## src/logic/jle_consts.svh

```systemverilog
// constants for the lane error and sync status register bank
// assumes an 8-bit serial control port with 12-bit register addresses
`ifndef JLE_CONSTS_SVH
`define JLE_CONSTS_SVH
// register addresses
`define JLE_ADDR_TABLE_MISS 12'h046E
`define JLE_ADDR_BAD_CTRL 12'h046F
`define JLE_ADDR_CODE_GROUP 12'h0470
`define JLE_ADDR_FRAME 12'h0471
`define JLE_ADDR_CHECKSUM 12'h0472
`define JLE_ADDR_ALIGN 12'h0473
// control register field positions
`define JLE_BIT_IRQ_CLEAR 7
`define JLE_BIT_CNT_DISABLE 6
`define JLE_BIT_CNT_CLEAR 5
`define JLE_LANE_MSB 2
// interrupt vector bit positions
`define JLE_VEC_CODE_GROUP 0
`define JLE_VEC_FRAME 1
`define JLE_VEC_CHECKSUM 2
`define JLE_VEC_ALIGN 3
`define JLE_VEC_BAD_CTRL 5
`define JLE_VEC_TABLE_MISS 6
// reset values
`define JLE_RST_BYTE 8'h00
`endif

```

## src/logic/jle_pkg.sv

```systemverilog
// types shared by the lane error and sync status register bank
// assumes the constants header defines all addresses and positions
package jle_pkg;
   // one access from the serial control port decoder
   typedef struct packed {
      logic wr;           // one-cycle write strobe
      logic [11:0] addr;  // register address
      logic [7:0] wdata;  // write byte
   } jle_reg_req_t;
   // live per-lane state from the lane decoders
   typedef struct packed {
      logic [7:0] code_group; // 1 = code group sync achieved
      logic [7:0] frame;      // 1 = frame sync achieved
      logic [7:0] checksum;   // 1 = last checksum good
      logic [7:0] align;      // 1 = initial lane alignment good
   } jle_lane_state_t;
endpackage : jle_pkg

```

## src/logic/jle_lane_err.sv

```systemverilog
// lane error counters, sticky error status and sync flag interrupts
// assumes all inputs come from logic on mclk; register port from the spi decoder
// Overview of operation
// - counter disable bit stops selected lane counters
// - counter clear bit zeroes selected lane counter
// - low three bits pick the target lane
// - bad control bit 7 clears lane interrupt
// - bad control status set at threshold
// - code group register shows per-lane lock
// - bit 7 write clears status interrupt
// - any code group loss requests sync
// - sync flags placed at vector bits 0,1,2,3
// - frame lock live; loss restarts sync
// - checksum register shows per-lane checksum result
// - alignment per lane; loss drives sync outputs
// - table miss status set at threshold
// - masked alignment failure pulls irq low
`timescale 1ns/1ps
`default_nettype none
`include "jle_consts.svh"
module jle_lane_err #(
   parameter int LANES = 8,   // lanes served
   parameter int CNT_W = 8    // error counter width
) (
   input wire logic mclk,
   input wire logic rst_n,
   input wire jle_pkg::jle_reg_req_t reg_req,
   output logic [7:0] reg_rdata,
   input wire jle_pkg::jle_lane_state_t lane_state,
   input wire logic [LANES-1:0] table_miss_err,
   input wire logic [LANES-1:0] bad_control_char_err,
   input wire logic [CNT_W-1:0] error_count_limit,
   input wire logic [7:0] irq_mask,
   output logic [7:0] irq_vector,
   output logic irq_n,
   output logic sync_request_out_a,
   output logic sync_request_out_b,
   output logic resync_start
);
   import jle_pkg::*;

   // the lane field is three bits wide and status bytes hold one bit per lane
   if (LANES < 1 || LANES > 8) begin : g_bad_lanes
      $error("jle_lane_err: LANES must be 1..8");
   end
   // wider counters would not fit the threshold compare
   if (CNT_W < 1 || CNT_W > 16) begin : g_bad_width
      $error("jle_lane_err: CNT_W must be 1..16");
   end

   // write decode, one strobe per register
   wire wr_tm = reg_req.wr && (reg_req.addr == `JLE_ADDR_TABLE_MISS);
   wire wr_bc = reg_req.wr && (reg_req.addr == `JLE_ADDR_BAD_CTRL);
   wire wr_cg = reg_req.wr && (reg_req.addr == `JLE_ADDR_CODE_GROUP);
   wire wr_fr = reg_req.wr && (reg_req.addr == `JLE_ADDR_FRAME);
   wire wr_ck = reg_req.wr && (reg_req.addr == `JLE_ADDR_CHECKSUM);
   wire wr_al = reg_req.wr && (reg_req.addr == `JLE_ADDR_ALIGN);
   // action bits of the write byte
   wire bit_irq_clr = reg_req.wdata[`JLE_BIT_IRQ_CLEAR];
   wire bit_cnt_dis = reg_req.wdata[`JLE_BIT_CNT_DISABLE];
   wire bit_cnt_clr = reg_req.wdata[`JLE_BIT_CNT_CLEAR];
   // lane chosen by the low field of the write byte
   wire [2:0] wr_lane = reg_req.wdata[`JLE_LANE_MSB:0];

   // sticky per-lane threshold status
   logic [LANES-1:0] tm_stat_q;
   logic [LANES-1:0] bc_stat_q;
   logic [LANES-1:0] tm_hit;  // count reaches limit this cycle
   logic [LANES-1:0] bc_hit;
   logic [LANES-1:0] tm_dis_q; // counter disabled per lane
   logic [LANES-1:0] bc_dis_q;

   // per-lane counters, two error kinds
   for (genvar g = 0; g < LANES; g++) begin : g_lane
      logic [CNT_W-1:0] tm_cnt_q;
      logic [CNT_W-1:0] bc_cnt_q;
      // lane targeted by this cycle's write
      wire sel = (wr_lane == 3'(g));
      wire tm_clr = wr_tm && sel && bit_cnt_clr;
      wire bc_clr = wr_bc && sel && bit_cnt_clr;
      // counters saturate so the status never misses a wrap
      wire tm_inc = table_miss_err[g] && !tm_dis_q[g] && !(&tm_cnt_q);
      wire bc_inc = bad_control_char_err[g] && !bc_dis_q[g] && !(&bc_cnt_q);
      wire [CNT_W-1:0] tm_nxt = tm_cnt_q + {{(CNT_W-1){1'b0}}, 1'b1};
      wire [CNT_W-1:0] bc_nxt = bc_cnt_q + {{(CNT_W-1){1'b0}}, 1'b1};
      assign tm_hit[g] = tm_inc && !tm_clr && (tm_nxt == error_count_limit);
      assign bc_hit[g] = bc_inc && !bc_clr && (bc_nxt == error_count_limit);

      // counter update; clear beats a same-cycle count
      always_ff @(posedge mclk or negedge rst_n) begin
         if (!rst_n) begin
            tm_cnt_q <= '0;
            bc_cnt_q <= '0;
         end else begin
            if (tm_clr) begin
               tm_cnt_q <= '0;
            end else if (tm_inc) begin
               tm_cnt_q <= tm_nxt;
            end
            if (bc_clr) begin
               bc_cnt_q <= '0;
            end else if (bc_inc) begin
               bc_cnt_q <= bc_nxt;
            end
         end
      end

      // disable state: a write to the lane loads bit 6, zero re-enables
      always_ff @(posedge mclk or negedge rst_n) begin
         if (!rst_n) begin
            tm_dis_q[g] <= 1'b0;
            bc_dis_q[g] <= 1'b0;
         end else begin
            if (wr_tm && sel) begin
               tm_dis_q[g] <= bit_cnt_dis;
            end
            if (wr_bc && sel) begin
               bc_dis_q[g] <= bit_cnt_dis;
            end
         end
      end

      // sticky status; a hit in the clearing cycle wins
      always_ff @(posedge mclk or negedge rst_n) begin
         if (!rst_n) begin
            tm_stat_q[g] <= 1'b0;
            bc_stat_q[g] <= 1'b0;
         end else begin
            if (tm_hit[g]) begin
               tm_stat_q[g] <= 1'b1;
            end else if (wr_tm && sel && bit_irq_clr) begin
               tm_stat_q[g] <= 1'b0;
            end
            if (bc_hit[g]) begin
               bc_stat_q[g] <= 1'b1;
            end else if (wr_bc && sel && bit_irq_clr) begin
               bc_stat_q[g] <= 1'b0;
            end
         end
      end
   end

   // previous lane state for loss detection
   jle_lane_state_t prev_q;
   // falling edges: a lane lost its state this cycle
   wire [LANES-1:0] cg_loss = prev_q.code_group[LANES-1:0] & ~lane_state.code_group[LANES-1:0];
   wire [LANES-1:0] fr_loss = prev_q.frame[LANES-1:0] & ~lane_state.frame[LANES-1:0];
   wire [LANES-1:0] ck_loss = prev_q.checksum[LANES-1:0] & ~lane_state.checksum[LANES-1:0];
   wire [LANES-1:0] al_loss = prev_q.align[LANES-1:0] & ~lane_state.align[LANES-1:0];

   // sticky interrupt flags of the four sync status registers
   logic cg_irq_q;
   logic fr_irq_q;
   logic ck_irq_q;
   logic al_irq_q;

   // loss history; reset value is all lost so power-up does not flag
   always_ff @(posedge mclk or negedge rst_n) begin
      if (!rst_n) begin
         prev_q <= '0;
      end else begin
         prev_q <= lane_state;
      end
   end

   // flag set on any lane loss, cleared by bit 7 write; set wins
   always_ff @(posedge mclk or negedge rst_n) begin
      if (!rst_n) begin
         cg_irq_q <= 1'b0;
         fr_irq_q <= 1'b0;
         ck_irq_q <= 1'b0;
         al_irq_q <= 1'b0;
      end else begin
         cg_irq_q <= (|cg_loss) | (cg_irq_q & ~(wr_cg & bit_irq_clr));
         fr_irq_q <= (|fr_loss) | (fr_irq_q & ~(wr_fr & bit_irq_clr));
         ck_irq_q <= (|ck_loss) | (ck_irq_q & ~(wr_ck & bit_irq_clr));
         al_irq_q <= (|al_loss) | (al_irq_q & ~(wr_al & bit_irq_clr));
      end
   end

   // vector layout for the outer interrupt register
   logic [7:0] vec_d;
   always_comb begin
      vec_d = `JLE_RST_BYTE;
      vec_d[`JLE_VEC_CODE_GROUP] = cg_irq_q;
      vec_d[`JLE_VEC_FRAME] = fr_irq_q;
      vec_d[`JLE_VEC_CHECKSUM] = ck_irq_q;
      vec_d[`JLE_VEC_ALIGN] = al_irq_q;
      vec_d[`JLE_VEC_BAD_CTRL] = |bc_stat_q;
      vec_d[`JLE_VEC_TABLE_MISS] = |tm_stat_q;
   end

   // sync request while any lane lacks code group lock or alignment
   wire sync_req_d = ~(&lane_state.code_group[LANES-1:0]) | ~(&lane_state.align[LANES-1:0]);

   // status outputs registered so they never glitch on the pins
   always_ff @(posedge mclk or negedge rst_n) begin
      if (!rst_n) begin
         irq_vector <= `JLE_RST_BYTE;
         irq_n <= 1'b1;
         sync_request_out_a <= 1'b1;
         sync_request_out_b <= 1'b1;
         resync_start <= 1'b0;
      end else begin
         irq_vector <= vec_d;
         irq_n <= ~(|(vec_d & irq_mask));
         sync_request_out_a <= sync_req_d;
         sync_request_out_b <= sync_req_d;
         resync_start <= |fr_loss;
      end
   end

   // read mux; sync status registers show the live lane state
   logic [7:0] rd_d;
   logic [7:0] tm_byte;
   logic [7:0] bc_byte;
   always_comb begin
      tm_byte = `JLE_RST_BYTE;
      bc_byte = `JLE_RST_BYTE;
      tm_byte[LANES-1:0] = tm_stat_q;
      bc_byte[LANES-1:0] = bc_stat_q;
      case (reg_req.addr)
         `JLE_ADDR_TABLE_MISS: rd_d = tm_byte;
         `JLE_ADDR_BAD_CTRL: rd_d = bc_byte;
         `JLE_ADDR_CODE_GROUP: rd_d = lane_state.code_group;
         `JLE_ADDR_FRAME: rd_d = lane_state.frame;
         `JLE_ADDR_CHECKSUM: rd_d = lane_state.checksum;
         `JLE_ADDR_ALIGN: rd_d = lane_state.align;
         default: rd_d = `JLE_RST_BYTE; // unmapped reads as zero
      endcase
   end

   // read data one cycle after the address
   always_ff @(posedge mclk or negedge rst_n) begin
      if (!rst_n) begin
         reg_rdata <= `JLE_RST_BYTE;
      end else begin
         reg_rdata <= rd_d;
      end
   end
endmodule : jle_lane_err
`default_nettype wire

```

## config.mk

```make
export PLATFORM = sky130hd
export DESIGN_NAME = jle_lane_err
export DESIGN_NICKNAME = d
export VERILOG_FILES = /design/src/logic/jle_pkg.sv /design/src/logic/jle_lane_err.sv
export VERILOG_INCLUDE_DIRS = /design/src /design/src/logic
export SDC_FILE = /design/constraint.sdc
export NUM_CORES = 1
export LEC_CHECK = 0
export ABC_AREA = 1
export BUFFER_PORTS_ARGS = -buffer_cell sky130_fd_sc_hd__buf_2
export CELL_PAD_IN_SITES_DETAIL_PLACEMENT = 0
export CELL_PAD_IN_SITES_GLOBAL_PLACEMENT = 2
export CORE_MARGIN = 5
export CORE_UTILIZATION = 37
export CTS_CLUSTER_DIAMETER = 50
export DETAILED_ROUTE_END_ITERATION = 7
export GPL_TIMING_DRIVEN = 1
export PLACE_DENSITY_LB_ADDON = 0.1
export SYNTH_ARGS = -nofsm -noshare
export SYNTH_HDL_FRONTEND = slang
export SYNTH_SLANG_ARGS = --single-unit
```

## constraint.sdc

```tcl
create_clock -name mclk -period 4.9 [get_ports mclk]
set_input_delay 0.245 -clock mclk [delete_from_list [all_inputs] [get_ports mclk]]
set_output_delay 0.245 -clock mclk [all_outputs]
set_load 0.02 [all_outputs]
```

==> results of run 1 <==
## tightest hold or removal path: cells and delay by family
family                 cells  cell delay [ns]
buffers and inverters      1             0.12
and+or+nand+nor            3             0.24
## cells by family after synthesis
kind of cell               count (synthesis)  share of synthesized area
xor gates and xnor gates                  29                     0.0189
and+or+nand+nor                         1221                      0.393
AOI/OAI and AO/OA                        227                     0.0979
other                                      1                   0.000279
buffers and inverters                    268                     0.0782
DFF                                      213                      0.397
adders and majority gates                 16                     0.0149
## synth_stat cells, types with 2 or more instances
cell type  number
a21oi_1         9
dfstp_2         2
ha_1           16
o22ai_1         7
nand2_2         4
nand4_4         3
clkbuf_1       21
nor2_1        211
nand3_1       310
o21ai_0       132
nand2_1       613
nand2_4         2
nor2_2          6
a221oi_1        3
o21ai_2         4
inv_1         219
nor3_1         10
dfrtp_1       211
o21bai_1       13
nor3_2          3
o21ai_4         9
nor2_4          4
or2_2           2
o21ai_1        46
nor4_1          4
buf_4           5
xnor2_1        20
a211oi_1        2
nand4_1        46
buf_2          20
xor2_1          9
## sequential cells by signal, indices dropped and copies added (netlist names), 6 cells and up
register	flops
g_lane.bc_cnt_q	64
g_lane.tm_cnt_q	64
prev_q	32
bc_byte	8
bc_dis_q	8
reg_rdata	8
tm_byte	8
tm_dis_q	8
irq_vector	6
## worst min path at each step
stage,start,to,slack (ns)
3_3_place_gp,lane_state[13],prev_q[13]$_DFF_PN0_,0.37
5_1_grt,reg_req[9],reg_rdata[1]$_DFF_PN0_,0.12
3_5_place_dp,lane_state[12],prev_q[12]$_DFF_PN0_,0.37
6_report,reg_req[9],reg_rdata[1]$_DFF_PN0_,0.12
4_1_cts,reg_req[9],reg_rdata[1]$_DFF_PN0_,0.09
2_1_floorplan,rst_n,al_irq_q$_DFF_PN0_,-0.05
## cell type report
type,count,area [sq um],share of cell area
multi-input combinational,1495,7070,0.442
sequential,213,5330,0.334
clock buffer,44,982,0.0615
timing repair buffer,140,911,0.0570
inverter,221,830,0.0519
tap,461,577,0.0361
clock inverter,18,273,0.0171
antenna,1,2.50,0.000157
## per-stage QoR
| step | hold slack [ns] | power, W | cell area, sq um |
|---|---|---|---|
| 3_5_place_dp | 0.370 | 0.00446 | 14400 |
| 2_1_floorplan | -0.0506 | 0.00388 | 13500 |
| 5_1_grt | 0.124 | 0.00767 | 16000 |
| 4_1_cts | 0.0886 | 0.00722 | 16000 |
| 6_report | 0.123 | 0.00715 | 16000 |
| 3_3_place_gp | 0.368 | 0.00444 | 14400 |
## per-layer routing
metal	vias up	GRT usage
met5	-	0
met3	66	0.0363
met2	331	0.366
met1	6283	0.308
li1	6723	-
met4	0	0.0681
## what timing repair did
item	CTS	global route
hold buffers	35	0
endpoints found under the hold margin	146	0
endpoints found under the setup margin	0	0
gates resized for setup	0	0
## where the power goes
| group | switching [W] | total [W] | leakage (nW) | internal [W] |
|---|---|---|---|---|
| clock | 0.000934 | 0.00268 | 0.601 | 0.00175 |
| sequential | 0.000413 | 0.00255 | 2.72 | 0.00214 |
| combinational | 0.00120 | 0.00192 | 4.44 | 0.000719 |
==> qor.csv, run 1 <==
metric,value,unit
outcome,"finished, final reports clean",
root_buffer,clkbuf_16,
highest_layer,met4,
path_class,in2reg,
layout_commonest_cell,nand2_1,
path_cells,buf_2 > inv_1 > nand2_1 > nor2_1 > nand2_1 > nor2_4 > nand4_1 > nand2_1 > nor2_1 > nand2_1 > nand2_1,
cp_data_required_time,5.32,ns
synth.area.top_cells,"dfrtp_1, nand2_1, nand3_1",
nets,2211,
setup_ws,2.56,ns
reg2reg_to,bc_byte[5]$_DFFE_PN0P_,
portBuffers,100,
grt_util_all_layers,0.224,
start_util,0.376,
synth-seq-area-share,0.397,
cts.clk_slew.worst_paths,0.05,ns
holdCritPathClass,in2reg,
synth_area_per_cell,6.81,sq um
path_buf_inv,2,
crit_path_end,tm_byte[3]$_DFFE_PN0P_,
timing.critical_path.from,reg_req[15],
finalMaxSlewViolations,0,
synth_ff_type,dfrtp_1,
critical_path_depth,11,
fin_worst_skew,0.0176,ns
synth-edff-count,0,
clock.fmax,0.428,GHz
ff2ff_setup_slack,2.84,ns
worst_pin_slew,1.15,ns
yosys.area.top_type,dfrtp_1,
antenna_left,0,
die_h,201,um
rsz0062_at_grt,no,
hold_viol_final,0,
drv_cap,0,
core_area,35700,sq um
peakVddDrop,0.342,mV
yosysWarnings,0,
cts_made_buffers,37,
clk_latency,0.54,ns
layout_common_cells,"nand2_1, nand3_1, inv_1",
power_density,448,nW/um^2
cp-start-kind,primary input,
dr_wl_met3,2.44,mm
clockBufferDepth,3,
min_period,2.34,ns
met2_length,21.1,mm
vias,13400,
htree_levels,2,
dr.pass1.iters,5,
num_rows,69,
syn_area,13400,sq um
cp_common_cell,nand2_1,
finalNonFillerCells,2593,
async_reset_ff_frac,1.00,
timing.rr.start,g_lane[5].bc_cnt_q[0]$_DFFE_PN0P_,
wl_per_cell,17.8,um
io_pins,107,
clock_sinks,213,
vias_per_cell,5.17,
place_hpwl,30.8,mm
area_delta_synth_final,18.8,%
fin_setup_tns,0,ns
die_width,201,um
worstHoldPathCells,4,
drcViolationCount,0,
grt_pass1_vias,12900,
utilization,0.447,
preCtsSetupSlack,2.00,ns
grt-ovfl-total,0,
cpPeakStageDelay,0.58,ns
setup_viol_count_final,0,
crit_fanout,11,
tritoncts,done,
synthCells,1975,
grt_pass1_wl,72.3,mm
cp.arrival,2.76,ns
gp_congestion,0.843,
drtIter0Drc,947,
p_leak,7.76,nW
slew_headroom,0.236,
rr_worst_depth,10,
synth_cell_type_count,40,
antenna_found_initial,1,
crit_path_top_delay_cell,nor2_1,
grt_max_degree,111,
finalCritPeriodShare,0.477,
synth_top_cell_area_share,0.393,
die_area,40300,sq um
cp_top_family,simple AND/OR/NAND/NOR gates,
crit_path_end_kind,register,
placedCellCount,2495,
drive_gt1_frac,0.0962,
met1Wirelength,21.4,mm
wirelength,46.1,mm
postCtsSetupRepairBufs,0,
synth_seq_cells,213,
fillers,3725,
Note: power is estimated with default switching activity, not from simulation.
==> run 2, diff against run 1 <==
Settings changed: CORE_UTILIZATION 37 to 31.
Clock period 4.9 ns to 2.03 ns, I/O delays scaled along.
==> run 2 against run 1 <==
  * Critical path depth decreased by 5
  * First-iteration DRC count shrank 8.1%
  * Core utilization decreased by 5.4 points
  * Highest routed layer is now met5
  * Die area grew 18%
  * Clock-buffer cell count increased by 3
  * Via count rose by 1.2%
  * Critical endpoint is now irq_n$_DFF_PN1_
  * Largest power group unchanged
  * Largest cell class unchanged
==> qor.csv, run 2 (synthesis results as in run 1) <==
metric,value,unit,change
rr_worst_depth,6,,-4
dpl_cell_area,15100,sq um,+5.4%
start_util,0.313,,-0.0634
place_hpwl,34.5,mm,+12%
ff2ff_setup_slack,0.16,ns,-2.68 ns
fillers,4608,,+24%
clock_sinks,213,,unchanged
crit_fanout,3,,-8
dr.pass1.iters,5,,unchanged
grt_pass1_vias,13400,,+3.4%
cts_made_buffers,41,,+11%
preCtsSetupSlack,0.232,ns,-1.77 ns
cp.arrival,2.37,ns,-0.39 ns
path_class,reg2reg,,
holdCritPathClass,in2reg,,
gp_congestion,0.829,,-1.7%
vias,13600,,+1.2%
clockBufferDepth,3,,unchanged
slew_headroom,0.508,,+0.272
die_area,47600,sq um,+18%
multiInputGateArea,7070,sq um,unchanged
root_buffer,clkbuf_16,,
hold_path_startpoint,reg_req[2],,
tritoncts,done,,
finalMaxSlewViolations,0,,unchanged
wirelength,49.3,mm,+6.8%
drive_gt1_frac,0.129,,+0.0332
drv_cap,0,,unchanged
vias_per_cell,4.84,,-6.4%
clk_latency,0.55,ns,about the same
setup_viol_count_final,0,,unchanged
worst_pin_slew,0.737,ns,-0.408 ns
timing.rr.start,tm_byte[0]$_DFFE_PN0P_,,
grt_pass1_wl,76.9,mm,+6.3%
grt_util_all_layers,0.207,,-0.0174
min_period,1.87,ns,
antenna_left,0,,unchanged
drtIter0Drc,870,,-8.1%
drcViolationCount,0,,unchanged
grt-ovfl-total,0,,unchanged
clock.fmax,0.535,GHz,
setup_ws,0.160,ns,-2.40 ns
grt_max_degree,61,,-45%
finalNonFillerCells,2803,,+8.1%
die_h,218,um,+8.8%
area_delta_synth_final,25.6,%,
cp_data_required_time,2.53,ns,-2.79 ns
layout_commonest_cell,nand2_1,,
die_width,218,um,+8.8%
seqCellArea,5330,sq um,unchanged
placedCellCount,2688,,+7.7%
num_rows,76,,+10%
io_pins,107,,unchanged
outcome,"finished, final reports clean",,
crit_path_end_kind,register,,
htree_levels,2,,unchanged
cp-start-kind,register,,
p_leak,8.19,nW,+5.6%
layout_common_cells,"nand2_1, nand3_1, inv_1",,
worstHoldPathCells,4,,unchanged
fin_setup_tns,0,ns,unchanged
diodes,0,,-1
nets,2289,,+3.5%
fin_worst_skew,0.0187,ns,+0.00110 ns
rsz0062_at_grt,no,,
utilization,0.393,,-0.0540
finalCritPeriodShare,0.921,,
power_density,1050,nW/um^2,+130%
postCtsSetupRepairBufs,0,,unchanged
stdcell_area,16900,sq um,+5.7%
hold-path-endpoint,bc_dis_q[0]$_DFFE_PN0N_,,
portBuffers,100,,unchanged
hold_viol_final,0,,unchanged
core_area,43000,sq um,+20%
cts.clk_slew.worst_paths,0.06,ns,about the same
wl_per_cell,17.6,um,-1.2%
antenna_found_initial,1,,unchanged
peakVddDrop,0.640,mV,+87%
reg.largest.list,"g_lane.bc_cnt_q: 64 flops, g_lane.tm_cnt_q: 64 flops, prev_q: 32 flops",,
reg2reg_to,irq_n$_DFF_PN1_,,
run 2: cell types whose count changed in the layout (fill, tap and decap cells not counted), sizes merged:
cell         before  now
clkinv            6   15
buf             105  174
diode             1    0
bufinv            6    3
clkbuf           44   47
dlygate4sd3      35   40
inv             223  227
run 2: how the worst max path moves through the flow:
stage / startpoint / slack [ns] / cells past startpoint / to
finish: tm_byte[0]$_DFFE_PN0P_ / 0.16 / 6 / irq_n$_DFF_PN1_
global route: g_lane[7].bc_cnt_q[0]$_DFFE_PN0P_ / 0.02 / 11 / bc_byte[7]$_DFFE_PN0P_
CTS: tm_byte[0]$_DFFE_PN0P_ / 0.17 / 6 / irq_n$_DFF_PN1_
detailed placement: g_lane[6].bc_cnt_q[1]$_DFFE_PN0P_ / 0.23 / 10 / bc_byte[6]$_DFFE_PN0P_
global placement: reg_req[15] / 0.25 / 11 / bc_byte[0]$_DFFE_PN0P_
floorplan: g_lane[5].bc_cnt_q[0]$_DFFE_PN0P_ / 0.41 / 10 / bc_byte[5]$_DFFE_PN0P_
run 2: metrics by stage:
step | hold slack, ns | power (W)
after global routing | 0.0659 | 0.0190
after CTS | 0.0107 | 0.0179
after detailed placement | 0.0446 | 0.0109
after floorplan | -0.194 | 0.00936
final | 0.0272 | 0.0177
after global placement | 0.0416 | 0.0109
run 2: area by class of cell:
| class | instances | share of cell area |
|---|---|---|
| Clock buffer | 47 | 0.0633 |
| Inverter | 221 | 0.0491 |
| Multi-Input combinational cell | 1495 | 0.418 |
| Tap cell | 585 | 0.0433 |
| Timing Repair Buffer | 214 | 0.0935 |
| Clock inverter | 28 | 0.0167 |
| Sequential cell | 213 | 0.316 |
run 2: report_power, final:
group / switching, W / internal [W] / total [W]
Combinational: 0.00292 / 0.00183 / 0.00476
Sequential: 0.000979 / 0.00516 / 0.00614
Clock: 0.00256 / 0.00422 / 0.00678
Total: 0.00646 / 0.0112 / 0.0177
run 2: worst max-delay path, stage by stage (launching register included):
cell           delay, ns
dfrtp_1             0.48
nor4_1              0.36
nand2_1             0.18
nand2_1             0.09
nand2_1             0.05
a21oi_1             0.11
dlygate4sd3_1       0.56
run 2: repair_timing:
item / 4_1_cts / 5_1_grt
gates resized for setup: 0 / 0
endpoints found under the hold margin: 262 / 0
hold buffers: 40 / 0
endpoints found under the setup margin: 0 / 0
run 2: metal layers:
metal / global-route usage / routed length (um)
met5: 0 / 7
met4: 0.0469 / 967
met3: 0.0411 / 2620
met2: 0.336 / 22300
met1: 0.287 / 23300
==> run 3, diff against run 2 <==
Settings changed: CORE_UTILIZATION 31 to 34, RECOVER_POWER set to 100, REMOVE_ABC_BUFFERS set to 1.
Clock period 2.03 ns to 2.05 ns, I/O delays scaled along.
==> run 3 against run 2 <==
  * First-iteration DRC count up 2.1%
  * Largest power group unchanged
  * Global-route usage up 1.6 points
  * Sequential power down 1%
  * Sequential share of layout area up 0.48 points
  * Clock-buffer cell count unchanged
  * Routed wire length down 0.99%
  * Highest routed layer is now met4
==> qor.csv, run 3 (synthesis results as in run 1) <==
metric,value,unit,change
holdCritPathClass,in2reg,,
min_period,1.87,ns,
die_h,209,um,-4.3%
setup_viol_count_final,0,,unchanged
reg.largest.list,"g_lane.bc_cnt_q: 64 flops, g_lane.tm_cnt_q: 64 flops, prev_q: 32 flops",,
drtIter0Drc,888,,+2.1%
area_delta_synth_final,23.7,%,
slew_headroom,0.181,,-0.327
htree_levels,2,,unchanged
drv_cap,0,,unchanged
cts.clk_slew.worst_paths,0.06,ns,about the same
fin_worst_skew,0.0187,ns,-0.0000219 ns
grt-ovfl-total,0,,unchanged
antenna_found_initial,2,,+1
drive_gt1_frac,0.101,,-0.0279
layout_common_cells,"nand2_1, nand3_1, inv_1",,
grt_pass1_vias,13100,,-1.8%
stdcell_area,16600,sq um,-1.5%
path_class,in2reg,,
peakVddDrop,0.751,mV,+17%
vias_per_cell,4.92,,+1.7%
portBuffers,100,,unchanged
fin_setup_tns,0,ns,unchanged
grt_util_all_layers,0.223,,+0.0159
finalCritPeriodShare,0.915,,
cts_made_buffers,39,,-4.9%
crit_path_end_kind,register,,
rr_worst_depth,9,,+3
p_leak,8.02,nW,-2.2%
clock.fmax,0.533,GHz,
hold_viol_final,0,,unchanged
clock_sinks,213,,unchanged
cp_data_required_time,2.48,ns,-0.05 ns
num_rows,72,,-5.3%
cp-start-kind,primary input,,
antenna_left,0,,unchanged
grt_pass1_wl,76.7,mm,-0.23%
power_density,1060,nW/um^2,+1.5%
worstHoldPathCells,6,,+2
die_area,43600,sq um,-8.4%
wirelength,48.8,mm,-0.99%
gp_congestion,0.822,,-0.84%
die_width,209,um,-4.3%
core_area,38900,sq um,-9.5%
io_pins,107,,unchanged
worst_pin_slew,1.23,ns,+0.491 ns
clk_latency,0.55,ns,about the same
wl_per_cell,17.8,um,+1.4%
vias,13500,,-0.65%
grt_max_degree,70,,+15%
place_hpwl,34.0,mm,-1.4%
utilization,0.428,,+0.0346
layout_commonest_cell,nand2_1,,
crit_fanout,8,,+5
start_util,0.346,,+0.0327
postCtsSetupRepairBufs,0,,unchanged
cp.arrival,2.31,ns,-0.06 ns
dr.pass1.iters,6,,+1
root_buffer,clkbuf_16,,
tritoncts,done,,
nets,2290,,+0.044%
outcome,"finished, final reports clean",,
drcViolationCount,0,,unchanged
clockBufferDepth,3,,unchanged
finalMaxSlewViolations,0,,unchanged
rsz0062_at_grt,no,,
dpl_cell_area,15000,sq um,-1.0%
## run 3: timing repair
action                     in CTS  in global routing
resized for setup               0                  2
hold endpoints to repair      112                  0
setup endpoints to repair       0                 10
hold buffers                   43                  0
## run 3: where the power goes
| group | internal (W) | switching, W |
|---|---|---|
| sequential | 0.00511 | 0.000961 |
| combinational | 0.00175 | 0.00285 |
| clock | 0.00460 | 0.00241 |
| total | 0.0115 | 0.00622 |
## run 3: final timing paths
check                                             startpoint                                end  slack (ns)
max                                               reg_req[9]             tm_byte[0]$_DFFE_PN0P_        0.18
min                                        table_miss_err[7]  g_lane[7].tm_cnt_q[1]$_DFFE_PN0P_        0.07
max reg2reg                g_lane[7].bc_cnt_q[0]$_DFFE_PN0P_  g_lane[7].bc_cnt_q[0]$_DFFE_PN0P_        0.19
min reg2reg                               al_irq_q$_DFF_PN0_            irq_vector[3]$_DFF_PN0_        0.41
max in group asynchronous                              rst_n  g_lane[3].bc_cnt_q[3]$_DFFE_PN0P_        0.35
min in group asynchronous                              rst_n  g_lane[6].tm_cnt_q[6]$_DFFE_PN0P_        0.38
## run 3: final cells by class
| cell class | instances | area, sq um |
|---|---|---|
| fill | 4154 | 22300 |
| tap | 518 | 648 |
| antenna | 2 | 5.00 |
| timing repair buffer | 217 | 1380 |
| clock inverter | 24 | 314 |
| sequential | 213 | 5330 |
| multi-input combinational | 1495 | 7030 |
| inverter | 221 | 830 |
| clock buffer | 47 | 1100 |
## run 3: stage by stage
step	hold slack (ns)	total power, W	setup WS [ns]	instances
2_1_floorplan	-0.193	0.00921	0.268	1929
3_3_place_gp	0.154	0.0107	0.100	2621
3_5_place_dp	0.146	0.0107	0.0921	2621
4_1_cts	0.0377	0.0179	0.0772	2735
5_1_grt	0.0830	0.0190	0.0111	2737
6_report	0.0724	0.0177	0.175	2737
## run 3: critical path: stages
cell,delay (ns)
dlygate4sd3_1,0.54
clkbuf_1,0.18
nand2_1,0.10
nor2_2,0.15
inv_1,0.09
nor2_4,0.18
nand2_1,0.11
nor2_2,0.39
nand2_1,0.21
o21ai_0,0.19
nand2_1,0.07
## run 3: routing by layer
layer,track usage,vias up,part of all wire
met1,0.324,6176,0.49
met3,0.0384,80,0.049
li1,-,6889,-
met4,0.0621,0,0.026
met2,0.343,325,0.43
met5,0,-,0
